[src/clm_pkg.sv]
package clm_pkg;

   // Register byte addresses
   localparam logic [7:0] OFS_WINDOW = 8'h00;
   localparam logic [7:0] OFS_EXPECT = 8'h04;
   localparam logic [7:0] OFS_MARGIN = 8'h08;
   localparam logic [7:0] OFS_QUAL   = 8'h0C;
   localparam logic [7:0] OFS_STATE  = 8'h10;
   localparam logic [7:0] OFS_EVENT  = 8'h14;
   localparam logic [7:0] OFS_TALLY  = 8'h18;
   localparam logic [7:0] OFS_CTRL   = 8'h1C;

   // Field layout
   localparam int DIV_W       = 5;
   localparam int EXP_W       = 16;
   localparam int MARGIN_W    = 15;
   localparam int ACC_LSB     = 16;
   localparam int QCNT_W      = 4;
   localparam int GOOD_LSB    = 4;
   localparam int TALLY_W     = 4;
   localparam int THRESH_LSB  = 8;
   localparam int MASK_BIT    = 5;
   localparam int SRST_BIT    = 0;
   localparam int GATE_BIT    = 1;
   localparam int ST_LOS_BIT  = 0;
   localparam int ST_INV_BIT  = 1;
   localparam int EV_LOS_BIT  = 0;
   localparam int EV_LMT_BIT  = 1;

   // Reset values and limits
   localparam logic [QCNT_W-1:0]  QUAL_RST  = 4'h4;
   localparam logic [TALLY_W-1:0] TALLY_MAX = 4'hF;
   localparam logic [EXP_W-1:0]   COUNT_MAX = 16'hFFFF;
   localparam logic [DIV_W-1:0]   DIV_ONE   = 5'h01;

   // AXI responses
   localparam logic [1:0] RESP_OKAY   = 2'h0;
   localparam logic [1:0] RESP_SLVERR = 2'h2;

   typedef enum logic {
      CLM_ST_LOST,
      CLM_ST_GOOD
   } clm_los_state_t;

endpackage

[src/clm_win_if.sv]
`timescale 1ns/1ps
interface clm_win_if;
   logic                        enable;
   logic [clm_pkg::DIV_W-1:0]   div_ratio;
   logic                        win_done;
   logic [clm_pkg::EXP_W-1:0]   win_count;

   modport meas (
      input  enable,
      input  div_ratio,
      output win_done,
      output win_count
   );

   modport ctrl (
      output enable,
      output div_ratio,
      input  win_done,
      input  win_count
   );
endinterface

[src/clm_top.sv]
`timescale 1ns/1ps
module clm_top (
   input  wire logic        clk_i,
   input  wire logic        rstn_i,
   input  wire logic        mon_clk_i,
   input  wire logic        freq_invalid_i,
   input  wire logic [7:0]  s_axi_awaddr,
   input  wire logic        s_axi_awvalid,
   output logic             s_axi_awready,
   input  wire logic [31:0] s_axi_wdata,
   input  wire logic [3:0]  s_axi_wstrb,
   input  wire logic        s_axi_wvalid,
   output logic             s_axi_wready,
   output logic [1:0]       s_axi_bresp,
   output logic             s_axi_bvalid,
   input  wire logic        s_axi_bready,
   input  wire logic [7:0]  s_axi_araddr,
   input  wire logic        s_axi_arvalid,
   output logic             s_axi_arready,
   output logic [31:0]      s_axi_rdata,
   output logic [1:0]       s_axi_rresp,
   output logic             s_axi_rvalid,
   input  wire logic        s_axi_rready,
   output logic             los_status_o,
   output logic             ref_invalid_o
);

   logic                                rst_meta;
   logic                                rst_n;
   // Bus holding registers
   logic                                aw_held;
   logic                                w_held;
   logic [7:0]                          aw_addr;
   logic [31:0]                         w_data;
   logic [3:0]                          w_strb;
   logic                                do_write;
   logic [31:0]                         wr_old;
   logic [31:0]                         wr_val;
   logic                                wr_hit;
   logic [31:0]                         next_rdata;
   logic                                rd_hit;
   // Software registers
   logic [clm_pkg::DIV_W-1:0]           div_ratio;
   logic [clm_pkg::EXP_W-1:0]           expected;
   logic [clm_pkg::MARGIN_W-1:0]        acc_margin;
   logic [clm_pkg::MARGIN_W-1:0]        rej_margin;
   logic [clm_pkg::QCNT_W-1:0]          good_times;
   logic [clm_pkg::QCNT_W-1:0]          fail_times;
   logic [clm_pkg::TALLY_W-1:0]         thresh;
   logic                                fail_mask;
   logic                                soft_reset;
   logic                                clock_gate;
   // Monitor state
   clm_pkg::clm_los_state_t             los_state;
   logic [clm_pkg::QCNT_W-1:0]          good_cnt;
   logic [clm_pkg::QCNT_W-1:0]          fail_cnt;
   logic [clm_pkg::TALLY_W-1:0]         tally;
   logic                                evt_los;
   logic                                evt_lmt;
   logic                                los_now;
   logic                                lmt_now;
   logic [clm_pkg::EXP_W:0]             diff;
   logic                                win_acc;
   logic                                win_rej;

   clm_win_if win ();

   always_ff @(posedge clk_i or negedge rstn_i) begin
      if (!rstn_i) begin
         rst_meta <= 1'b0;
         rst_n    <= 1'b0;
      end else begin
         rst_meta <= 1'b1;
         rst_n    <= rst_meta;
      end
   end

   // Held cleared while gated, in soft reset or with a zero expected count
   assign win.enable    = ~soft_reset & ~clock_gate & (expected != '0);
   assign win.div_ratio = div_ratio;

   clm_window_meas u_meas (
      .clk_i     (clk_i),
      .rst_n_i   (rst_n),
      .mon_clk_i (mon_clk_i),
      .win       (win)
   );

   // ---------------- AXI4-Lite write path
   always_ff @(posedge clk_i or negedge rst_n) begin
      if (!rst_n) begin
         aw_held       <= 1'b0;
         w_held        <= 1'b0;
         aw_addr       <= '0;
         w_data        <= '0;
         w_strb        <= '0;
         s_axi_awready <= 1'b0;
         s_axi_wready  <= 1'b0;
         s_axi_bvalid  <= 1'b0;
         s_axi_bresp   <= clm_pkg::RESP_OKAY;
      end else begin
         if (s_axi_awvalid && s_axi_awready) begin
            aw_held       <= 1'b1;
            aw_addr       <= s_axi_awaddr;
            s_axi_awready <= 1'b0;
         end else if (!aw_held && !s_axi_bvalid) begin
            s_axi_awready <= 1'b1;
         end
         if (s_axi_wvalid && s_axi_wready) begin
            w_held       <= 1'b1;
            w_data       <= s_axi_wdata;
            w_strb       <= s_axi_wstrb;
            s_axi_wready <= 1'b0;
         end else if (!w_held && !s_axi_bvalid) begin
            s_axi_wready <= 1'b1;
         end
         if (do_write) begin
            aw_held      <= 1'b0;
            w_held       <= 1'b0;
            s_axi_bvalid <= 1'b1;
            s_axi_bresp  <= wr_hit ? clm_pkg::RESP_OKAY : clm_pkg::RESP_SLVERR;
         end else if (s_axi_bvalid && s_axi_bready) begin
            s_axi_bvalid <= 1'b0;
         end
      end
   end

   assign do_write = aw_held & w_held & ~s_axi_bvalid;

   always_comb begin
      wr_hit = 1'b1;
      wr_old = '0;
      case (aw_addr)
         clm_pkg::OFS_WINDOW: wr_old = {27'h0, div_ratio};
         clm_pkg::OFS_EXPECT: wr_old = {16'h0, expected};
         clm_pkg::OFS_MARGIN: wr_old = {1'b0, acc_margin, 1'b0, rej_margin};
         clm_pkg::OFS_QUAL:   wr_old = {24'h0, good_times, fail_times};
         clm_pkg::OFS_STATE:  wr_old = '0;
         clm_pkg::OFS_EVENT:  wr_old = '0;
         clm_pkg::OFS_TALLY:  wr_old = {28'h0, tally};
         clm_pkg::OFS_CTRL:   wr_old = {20'h0, thresh, 2'h0, fail_mask, 3'h0, clock_gate, soft_reset};
         default:             wr_hit = 1'b0;
      endcase
   end

   // Byte lanes not strobed keep their old value
   always_comb begin
      for (int i = 0; i < 4; i++) begin
         wr_val[i*8 +: 8] = w_strb[i] ? w_data[i*8 +: 8] : wr_old[i*8 +: 8];
      end
   end

   // ---------------- Configuration registers
   always_ff @(posedge clk_i or negedge rst_n) begin
      if (!rst_n) begin
         div_ratio  <= '0;
         expected   <= '0;
         acc_margin <= '0;
         rej_margin <= '0;
         good_times <= clm_pkg::QUAL_RST;
         fail_times <= clm_pkg::QUAL_RST;
         thresh     <= '0;
         fail_mask  <= 1'b0;
         soft_reset <= 1'b0;
         clock_gate <= 1'b0;
      end else if (do_write) begin
         case (aw_addr)
            clm_pkg::OFS_WINDOW: div_ratio <= wr_val[clm_pkg::DIV_W-1:0];
            clm_pkg::OFS_EXPECT: expected <= wr_val[clm_pkg::EXP_W-1:0];
            clm_pkg::OFS_MARGIN: begin
               acc_margin <= wr_val[clm_pkg::ACC_LSB +: clm_pkg::MARGIN_W];
               rej_margin <= wr_val[clm_pkg::MARGIN_W-1:0];
            end
            clm_pkg::OFS_QUAL: begin
               good_times <= wr_val[clm_pkg::GOOD_LSB +: clm_pkg::QCNT_W];
               fail_times <= wr_val[clm_pkg::QCNT_W-1:0];
            end
            clm_pkg::OFS_CTRL: begin
               thresh     <= wr_val[clm_pkg::THRESH_LSB +: clm_pkg::TALLY_W];
               fail_mask  <= wr_val[clm_pkg::MASK_BIT];
               clock_gate <= wr_val[clm_pkg::GATE_BIT];
               soft_reset <= wr_val[clm_pkg::SRST_BIT];
            end
            default: begin
            end
         endcase
      end
   end

   // ---------------- Window classification
   always_comb begin
      if (win.win_count >= expected) begin
         diff = {1'b0, win.win_count} - {1'b0, expected};
      end else begin
         diff = {1'b0, expected} - {1'b0, win.win_count};
      end
   end

   assign win_acc = win.win_done && (diff <= {2'h0, acc_margin});
   assign win_rej = win.win_done && (diff > {2'h0, rej_margin});

   // Qualify / disqualify tallies
   always_ff @(posedge clk_i or negedge rst_n) begin
      if (!rst_n) begin
         los_state <= clm_pkg::CLM_ST_LOST;
         good_cnt  <= '0;
         fail_cnt  <= '0;
      end else if (soft_reset) begin
         los_state <= clm_pkg::CLM_ST_LOST;
         good_cnt  <= '0;
         fail_cnt  <= '0;
      end else if (win_rej) begin
         good_cnt <= '0;
         case (los_state)
            clm_pkg::CLM_ST_GOOD: begin
               if (fail_cnt + 4'h1 >= fail_times) begin
                  los_state <= clm_pkg::CLM_ST_LOST;
                  fail_cnt  <= '0;
               end else begin
                  fail_cnt <= fail_cnt + 4'h1;
               end
            end
            default: fail_cnt <= '0;
         endcase
      end else if (win_acc) begin
         case (los_state)
            clm_pkg::CLM_ST_LOST: begin
               if (good_cnt + 4'h1 >= good_times) begin
                  los_state <= clm_pkg::CLM_ST_GOOD;
                  good_cnt  <= '0;
                  fail_cnt  <= '0;
               end else begin
                  good_cnt <= good_cnt + 4'h1;
               end
            end
            default: good_cnt <= '0;
         endcase
      end
   end

   assign los_now = (los_state == clm_pkg::CLM_ST_LOST) | (expected == '0);
   assign lmt_now = (tally > thresh);

   always_ff @(posedge clk_i or negedge rst_n) begin
      if (!rst_n) begin
         los_status_o <= 1'b1;
      end else begin
         los_status_o <= los_now;
      end
   end

   always_ff @(posedge clk_i or negedge rst_n) begin
      if (!rst_n) begin
         ref_invalid_o <= 1'b1;
      end else begin
         ref_invalid_o <= (los_now & ~fail_mask) | freq_invalid_i;
      end
   end

   // Failure tally; a software load beats a same-cycle increment
   always_ff @(posedge clk_i or negedge rst_n) begin
      if (!rst_n) begin
         tally <= '0;
      end else if (do_write && aw_addr == clm_pkg::OFS_TALLY) begin
         if (!clock_gate && !soft_reset) begin
            tally <= wr_val[clm_pkg::TALLY_W-1:0];
         end
      end else if (los_now && !los_status_o && tally != clm_pkg::TALLY_MAX) begin
         tally <= tally + 4'h1;
      end
   end

   // Sticky events; a live condition beats the clear
   always_ff @(posedge clk_i or negedge rst_n) begin
      if (!rst_n) begin
         // loss event set out of reset
         evt_los <= 1'b1;
         evt_lmt <= 1'b0;
      end else begin
         evt_los <= los_now | (evt_los & ~(do_write && aw_addr == clm_pkg::OFS_EVENT && wr_val[clm_pkg::EV_LOS_BIT]));
         evt_lmt <= lmt_now | (evt_lmt & ~(do_write && aw_addr == clm_pkg::OFS_EVENT && wr_val[clm_pkg::EV_LMT_BIT]));
      end
   end

   // ---------------- AXI4-Lite read path
   always_comb begin
      rd_hit     = 1'b1;
      next_rdata = '0;
      case (s_axi_araddr)
         clm_pkg::OFS_WINDOW: next_rdata = {27'h0, div_ratio};
         clm_pkg::OFS_EXPECT: next_rdata = {16'h0, expected};
         clm_pkg::OFS_MARGIN: next_rdata = {1'b0, acc_margin, 1'b0, rej_margin};
         clm_pkg::OFS_QUAL:   next_rdata = {24'h0, good_times, fail_times};
         clm_pkg::OFS_STATE:  next_rdata = {30'h0, ref_invalid_o, los_status_o};
         clm_pkg::OFS_EVENT:  next_rdata = {30'h0, evt_lmt, evt_los};
         clm_pkg::OFS_TALLY:  next_rdata = {28'h0, tally};
         clm_pkg::OFS_CTRL:   next_rdata = {20'h0, thresh, 2'h0, fail_mask, 3'h0, clock_gate, soft_reset};
         default:             rd_hit = 1'b0;
      endcase
   end

   always_ff @(posedge clk_i or negedge rst_n) begin
      if (!rst_n) begin
         s_axi_arready <= 1'b0;
         s_axi_rvalid  <= 1'b0;
         s_axi_rdata   <= '0;
         s_axi_rresp   <= clm_pkg::RESP_OKAY;
      end else if (s_axi_arvalid && s_axi_arready) begin
         s_axi_arready <= 1'b0;
         s_axi_rvalid  <= 1'b1;
         s_axi_rdata   <= next_rdata;
         s_axi_rresp   <= rd_hit ? clm_pkg::RESP_OKAY : clm_pkg::RESP_SLVERR;
      end else if (s_axi_rvalid) begin
         if (s_axi_rready) begin
            s_axi_rvalid <= 1'b0;
         end
      end else begin
         s_axi_arready <= 1'b1;
      end
   end

endmodule

[src/clm_window_meas.sv]
`timescale 1ns/1ps
module clm_window_meas (
   input  wire logic clk_i,
   input  wire logic rst_n_i,
   input  wire logic mon_clk_i,
   clm_win_if.meas   win
);

   logic                        mon_prev;
   logic [clm_pkg::DIV_W-1:0]   edge_cnt;
   logic [clm_pkg::EXP_W-1:0]   period_cnt;
   logic [clm_pkg::DIV_W-1:0]   ratio_eff;
   logic                        mon_rise;
   logic                        last_edge;
   logic                        saturated;

   // zero or one divide by one
   assign ratio_eff = (win.div_ratio <= clm_pkg::DIV_ONE) ? clm_pkg::DIV_ONE : win.div_ratio;
   assign mon_rise  = mon_clk_i & ~mon_prev;
   assign last_edge = mon_rise && (edge_cnt >= ratio_eff - clm_pkg::DIV_ONE);
   // A dead clock never closes a window, so a full count closes it
   assign saturated = (period_cnt == clm_pkg::COUNT_MAX);

   always_ff @(posedge clk_i or negedge rst_n_i) begin
      if (!rst_n_i) begin
         mon_prev <= 1'b0;
      end else begin
         mon_prev <= mon_clk_i;
      end
   end

   always_ff @(posedge clk_i or negedge rst_n_i) begin
      if (!rst_n_i) begin
         edge_cnt      <= '0;
         period_cnt    <= '0;
         win.win_done  <= 1'b0;
         win.win_count <= '0;
      end else if (!win.enable) begin
         edge_cnt     <= '0;
         period_cnt   <= '0;
         win.win_done <= 1'b0;
      end else begin
         win.win_done <= last_edge | saturated;
         if (last_edge || saturated) begin
            win.win_count <= period_cnt;
            // Closing cycle is already the first period of the next window
            period_cnt    <= 16'h0001;
            edge_cnt      <= '0;
         end else begin
            period_cnt <= period_cnt + 16'h0001;
            if (mon_rise) begin
               edge_cnt <= edge_cnt + clm_pkg::DIV_ONE;
            end
         end
      end
   end

endmodule
[config.mk]
export PLATFORM = sky130hd
export DESIGN_NAME = clm_top
export DESIGN_NICKNAME = d
export VERILOG_FILES = /design/src/clm_pkg.sv /design/src/clm_win_if.sv /design/src/clm_top.sv /design/src/clm_window_meas.sv
export SDC_FILE = /design/constraint.sdc
export NUM_CORES = 1
export LEC_CHECK = 0
export ABC_CLOCK_PERIOD_IN_PS = 7900
export BUFFER_PORTS_ARGS = -buffer_cell sky130_fd_sc_hd__buf_2
export CAP_MARGIN = 20
export CORE_MARGIN = 8
export CORE_UTILIZATION = 45
export DETAILED_ROUTE_END_ITERATION = 16
export RECOVER_POWER = 100
export REMOVE_ABC_BUFFERS = 1
export SYNTH_ARGS = -nofsm -noshare
export SYNTH_HDL_FRONTEND = slang
export SYNTH_SLANG_ARGS = --single-unit
[constraint.sdc]
create_clock -name clk_i -period 7.9 [get_ports clk_i]
set_clock_uncertainty 0.1 [all_clocks]
set_input_delay 1.185 -clock clk_i [delete_from_list [all_inputs] [get_ports clk_i]]
set_output_delay 1.185 -clock clk_i [all_outputs]
set_load 0.03 [all_outputs]
======== Word level (Yosys, flattened, before mapping) ========
Index checks and enable logic that the tools add are counted.
word-level totals
  bits in registers ....................... 210
  bits of input ports ..................... 61
  output and inout port bits .............. 43
cells by class
  $add $sub $neg .......................... 8
  magnitude comparators ................... 8
  bitwise logic cells ..................... 21
  mux-type cells .......................... 55
  equal/unequal tests ..................... 23
  reduce and logical (&&, ||, !) cells .... 48
operators by type and width
  kind                                                                    number
  31-bit one-hot mux with 8 select lines                                  1
  31-bit one-hot mux with 6 select lines                                  1
  8-bit by 5-bit equality test with 1-bit output (second input constant)  8
  4-bit 2-to-1 mux                                                        15
  16-bit by 16-bit subtractor with 17-bit output                          2
  8-bit by 4-bit equality test with 1-bit output (second input constant)  4
  16-bit 2-to-1 mux                                                       2
  1-bit 2-to-1 mux                                                        25
  8-bit 2-to-1 mux                                                        3
  5-bit 2-to-1 mux                                                        4
  17-bit by 15-bit greater-than comparator with 1-bit output              1
  17-bit by 15-bit less-or-equal comparator with 1-bit output             1
  17-bit 2-to-1 mux                                                       1
  16-bit by 1-bit adder with 16-bit output (second input constant)        1
  16-bit equality test (second input constant)                            1
  8-bit by 3-bit equality test with 1-bit output (second input constant)  2
  16-bit >= comparator                                                    1
  1-bit logical AND                                                       16
  16-bit zero test                                                        1
  8-bit zero test                                                         2
  16-bit nonzero test                                                     1
  8-bit OR reduction                                                      2
  2-bit AND reduction                                                     7
  4-bit by 1-bit adder with 4-bit output (second input constant)          3
  other kinds (21)                                                        58

======== Logic depth before layout (Yosys ltp) ========
  depth after elaboration ................. 8
  depth in mapped cells ................... 22

======== Hierarchy ========
A second synthesis with hierarchy kept.
second synthesis, totals
  cells, all modules ...................... 1183
  area, all modules ....................... 12204.2 µm²
modules (own cells, without submodules)
  module           area each (µm²)  cells each  seq. area each (µm²)  instances
  clm_top          10256.1          1012        4210.3                1
  clm_window_meas  1948.1           171         975.9                 1

======== Worst setup path before layout ========
Ideal clock, no wire load.
  path type ............................... register -> register
  from .................................... register expected[12] in the netlist's numbering
  to ...................................... register good_cnt[2] in the netlist's numbering
  buffers on the path ..................... 2
  slack ................................... 3181 ps
  stages on the path, launching flop included .. 23
  clock period less this slack ............ 4719 ps
  data required time ...................... 7727 ps
  arrival ................................. 4546 ps
  cell sequence ........................... dfrtp_1 inv_1 ha_1 buf_2 inv_1 or3_1 o31a_1 a31oi_4 buf_4 mux2i_1 o21ai_0 a31oi_1 xnor2_1 ha_1 a21o_1 a21o_1 a21oi_1 o21ai_0 nand2_1 a21o_1 nand3_4 or4b_4 a21oi_2
between the ends
  cells in the longest elaborated chain, start to end .. 6
ends and longest elaborated chain
  what                                                                          line            source
  start: declaration                                                            clm_top.sv:44   logic [clm_pkg::EXP_W-1:0] expected;
  start signal: assignment                                                      clm_top.sv:169  clm_pkg::OFS_EXPECT: expected <= wr_val[clm_pkg::EXP_W-1:0];
  16-bit by 16-bit subtractor with 17-bit output, or another cell as far along  clm_top.sv:195  diff = {1'b0, expected} - {1'b0, win.win_count};
  17-bit 2-to-1 mux *                                                           clm_top.sv:192  if (win.win_count >= expected) begin
  17-bit by 15-bit greater-than comparator with 1-bit output                    clm_top.sv:200  assign win_rej = win.win_done && (diff > {2'h0, rej_margin});
  1-bit logical AND                                                             clm_top.sv:200
  4-bit 2-to-1 mux                                                              clm_top.sv:212  end else if (win_rej) begin
  4-bit 2-to-1 mux                                                              clm_top.sv:208  end else if (soft_reset) begin
  end signal: assignment                                                        clm_top.sv:233  good_cnt <= good_cnt + 4'h1;
  end: declaration                                                              clm_top.sv:55   logic [clm_pkg::QCNT_W-1:0] good_cnt;
Every way passes the cells marked *; elsewhere a longest branch is shown, timed or not.
A chain may end at the register's enable or synchronous reset.

======== Worst setup path in the final report ========
  from .................................... register expected[14] in the netlist's numbering
  to ...................................... register fail_cnt[0] in the netlist's numbering
between the ends
  cells in the longest elaborated chain, start to end .. 6
ends and longest elaborated chain
  what                                                                                                                                              line                            source
  16-bit by 16-bit subtractor with 17-bit output, or another cell as far along                                                                      clm_top.sv:195
  17-bit 2-to-1 mux *                                                                                                                               clm_top.sv:192
  17-bit by 15-bit greater-than comparator with 1-bit output / 17-bit by 15-bit less-or-equal comparator with 1-bit output (equally long branches)  clm_top.sv:200, clm_top.sv:199
  1-bit logical AND, on equally long branches                                                                                                       clm_top.sv:200, clm_top.sv:199
  3-bit by 2-bit != test with 1-bit output (no source line), or another cell as far along                                                           n/a
  3-bit AND reduction (no source line) / 4-bit 2-to-1 mux (equally long branches)                                                                   n/a
  end signal: assignment                                                                                                                            clm_top.sv:220                  fail_cnt <= fail_cnt + 4'h1;
  end: declaration                                                                                                                                  clm_top.sv:56                   logic [clm_pkg::QCNT_W-1:0] fail_cnt;
Marks and branches as above.

==> results_dict.tcl <==
set metrics [dict create \
    grt_pass1_vias 9189 \
    dieWidth_um 178 \
    synth_edf_count 0 \
    synthFlopType "dfrtp_1" \
    cts_tree "yes" \
    power.internal_mw 3.17 \
    synth_area_mm2 0.0118 \
    synth.avg_cell_area_um2 9.81 \
    fmax_ghz 0.156 \
    grt_max_degree 83 \
    critPathLaunchType "flop" \
    ios 104 \
    cts.sinks 207 \
    required_ns 8.26 \
    ys_warn_count 0 \
    grt_usage 0.198 \
    cts.repair_timing.setup_buffer_count 0 \
    holdBufCountCts 0 \
    drt_iter0_drc 577 \
    worstSetupPathType "reg -> reg" \
    clock_latency_ns 0.53 \
    wirelength_um 30900 \
    hold_class "reg -> reg" \
    port_buffers 99 \
    violations "max-capacitance violations, max-slew violations" \
    switching_share 0.427 \
    drv_slew 220 \
    status "finished, violations left" \
    ys_types 74 \
    area_growth_pct 12.8 \
    seqPwrFrac 0.294 \
    ys_seq_area_frac 0.440 \
    vias 9087 \
    fin_nets 1435 \
    rsz0062_at_grt "no" \
    place.gp.congestion 0.879 \
    antenna_found_initial 0 \
    ctsResizeCount 0 \
    final_util 0.513 \
    initial_core_util 0.455 \
    drv_cap 5 \
    hold_viol 0 \
    period_share 0.813 \
    wl_per_cell_um 18.9 \
    synth.ff_latch_count 207 \
    dp_hpwl_um 23100 \
    synthCells 1201 \
    cts_buffer_depth 3 \
    relSlewSlack -1.58 \
    endpoint_kind "flop" \
    grt_first_pass_wirelength_um 50400 \
    p_per_area_mw_per_mm2 416 \
    pwr-share-clk 0.207 \
    placementRows 59 \
    finalSetupTns_ns 0 \
    postRouteAntennaNets 0 \
    dieArea_mm2 0.0316 \
    cts.clk_slew.worst_paths_ns 0.06 \
    root_buffer "clkbuf_16" \
    p_leak_nw 5.91 \
    arrival_ns 6.78 \
    vdd_drop_max_uv 260 \
    worst_pin_slew_ns 3.86 \
    cts_buffers 24 \
    grt-ovfl-total 0 \
    p_comb_frac 0.499 \
    route.detailed.drc 0 \
    die_h_um 178 \
    n_antenna_cell 0 \
    viasPerCell 5.54 \
    setup_viol 0 \
    drive_gt1_frac 0.146 \
    core_mm2 0.0259 \
    switching_power_mw 2.36 \
    path_max_fanout 23 \
    drtPass1Iterations 5 \
    synthArstFlopShare 1.00 \
    htree_levels 1 \
    layout_min_cycle_time_ns 6.42 \
]
## placed cells by master, fill, tap and decap left out, types with 4 or more instances in the layout
master / count
a211oi_1: 6
a21o_1: 29
a21oi_1: 96
a221oi_1: 5
a22o_1: 22
a22oi_1: 23
a31oi_1: 6
and3_1: 11
buf_2: 54
clkbuf_1: 58
clkbuf_16: 24
clkbuf_8: 8
clkinv_2: 4
conb_1: 4
dfrtp_1: 202
dfstp_2: 5
ha_1: 85
inv_1: 90
mux2_2: 69
mux2i_1: 21
nand2_1: 104
nand2b_1: 9
nand3_1: 32
nand4_1: 17
nor2_1: 81
nor2b_1: 11
nor3_1: 9
nor4_1: 10
o21a_1: 7
o21ai_0: 91
or3_1: 9
xnor2_1: 16
xor2_1: 16
## synth_stat cells, drive strengths merged, types with 17 or more instances
cell	n	area (um^2)
nand2	104	390
ha	85	1060
mux2i	21	210
nand3	33	178
nand4	17	106
inv	90	338
nor2	81	304
o21ai	92	460
mux2	69	777
a21o	30	226
a22oi	23	173
a21oi	97	489
dfrtp	202	5050
a22o	22	193
clkbuf	37	139
buf	17	109
## sequential cells by signal, summed over array words and instances (netlist names), 5 cells and up
signal,flops
expected,16
div_ratio,5
u_meas.edge_cnt,5
s_axi_rdata,31
aw_addr,8
w_data,31
acc_margin,15
u_meas.win.win_count,16
rej_margin,15
u_meas.period_cnt,16
## path summary, 6_finish.rpt
| kind | start | to | slack, ns | depth (start not counted) |
|---|---|---|---|---|
| worst max-delay path | expected[14] | fail_cnt[0] | 1.48 | 19 |
| worst min-delay path | rst_meta | rst_n | 0.25 | 0 |
| worst max register to register | expected[14] | fail_cnt[0] | 1.48 | 19 |
| worst min register to register | rst_meta | rst_n | 0.25 | 0 |
| max in group asynchronous | rst_n | u_meas.win.win_count[10] | 2.33 | 1 |
| min in group asynchronous | rstn_i | rst_n | 0.33 | 1 |
## layout make-up
class | instances | area (um^2)
clock inverters | 8 | 105
well taps | 335 | 419
clock buffers | 35 | 722
multi-input cells | 852 | 6000
flip-flops and latches | 207 | 5190
repair buffers | 112 | 519
inverters | 90 | 338
fillers | 2426 | 12600
## through the flow
step / hold WS, ns / cells / cell area [um^2] / setup slack (ns) / power, mW
6_report: 0.255 / 1639 / 13300 / 1.48 / 5.53
5_1_grt: 0.264 / 1639 / 13300 / 0.981 / 6.02
4_1_cts: 0.255 / 1636 / 13400 / 1.96 / 5.58
2_1_floorplan: 0.231 / 1149 / 11500 / 1.61 / 3.59
3_3_place_gp: 0.234 / 1593 / 12600 / 2.03 / 4.35
3_5_place_dp: 0.241 / 1593 / 12600 / 1.98 / 4.41
## per-layer routing
| metal | track usage | share of wire |
|---|---|---|
| met1 | 0.273 | 0.46 |
| met2 | 0.319 | 0.46 |
| met3 | 0.0281 | 0.054 |
| met5 | 0 | 0 |
| met4 | 0.0577 | 0.029 |
## cell families (layout without fill, tap and decap cells)
family,after synthesis,in the layout,synth area share
buf+inv,144,245,0.0497
fa+ha+maj,87,87,0.0937
flops,207,207,0.440
xor+xnor,32,32,0.0238
mux,92,92,0.0876
simple gates,313,313,0.128
other cells,2,4,0.000637
compound gates,324,324,0.177
## critical path: stages, from the launching register on
cell and delay (ns):
dfrtp_1 0.57, inv_1 0.08, ha_1 0.46, nand3_1 0.15, or3_1 0.41, o31a_1 0.26, a31oi_2 0.99, mux2i_1 0.43
o21ai_0 0.16, a31oi_1 0.31, xnor2_1 0.25, ha_1 0.32, a21o_1 0.16, a21oi_1 0.14, nor2_1 0.06, a2111oi_0 0.37
a21o_1 0.26, a21oi_1 0.18, a211oi_1 0.46, mux2_2 0.25
## power by group through the flow
stage	combinational [mW]	sequential (mW)	clock (mW)
6_report	2.76	1.63	1.14
5_1_grt	3.13	1.67	1.22
4_1_cts	2.79	1.62	1.17
3_5_place_dp	2.77	1.64	0
3_3_place_gp	2.72	1.63	0
2_1_floorplan	2.03	1.57	0
No activity file was read; power rests on OpenSTA's default activity.
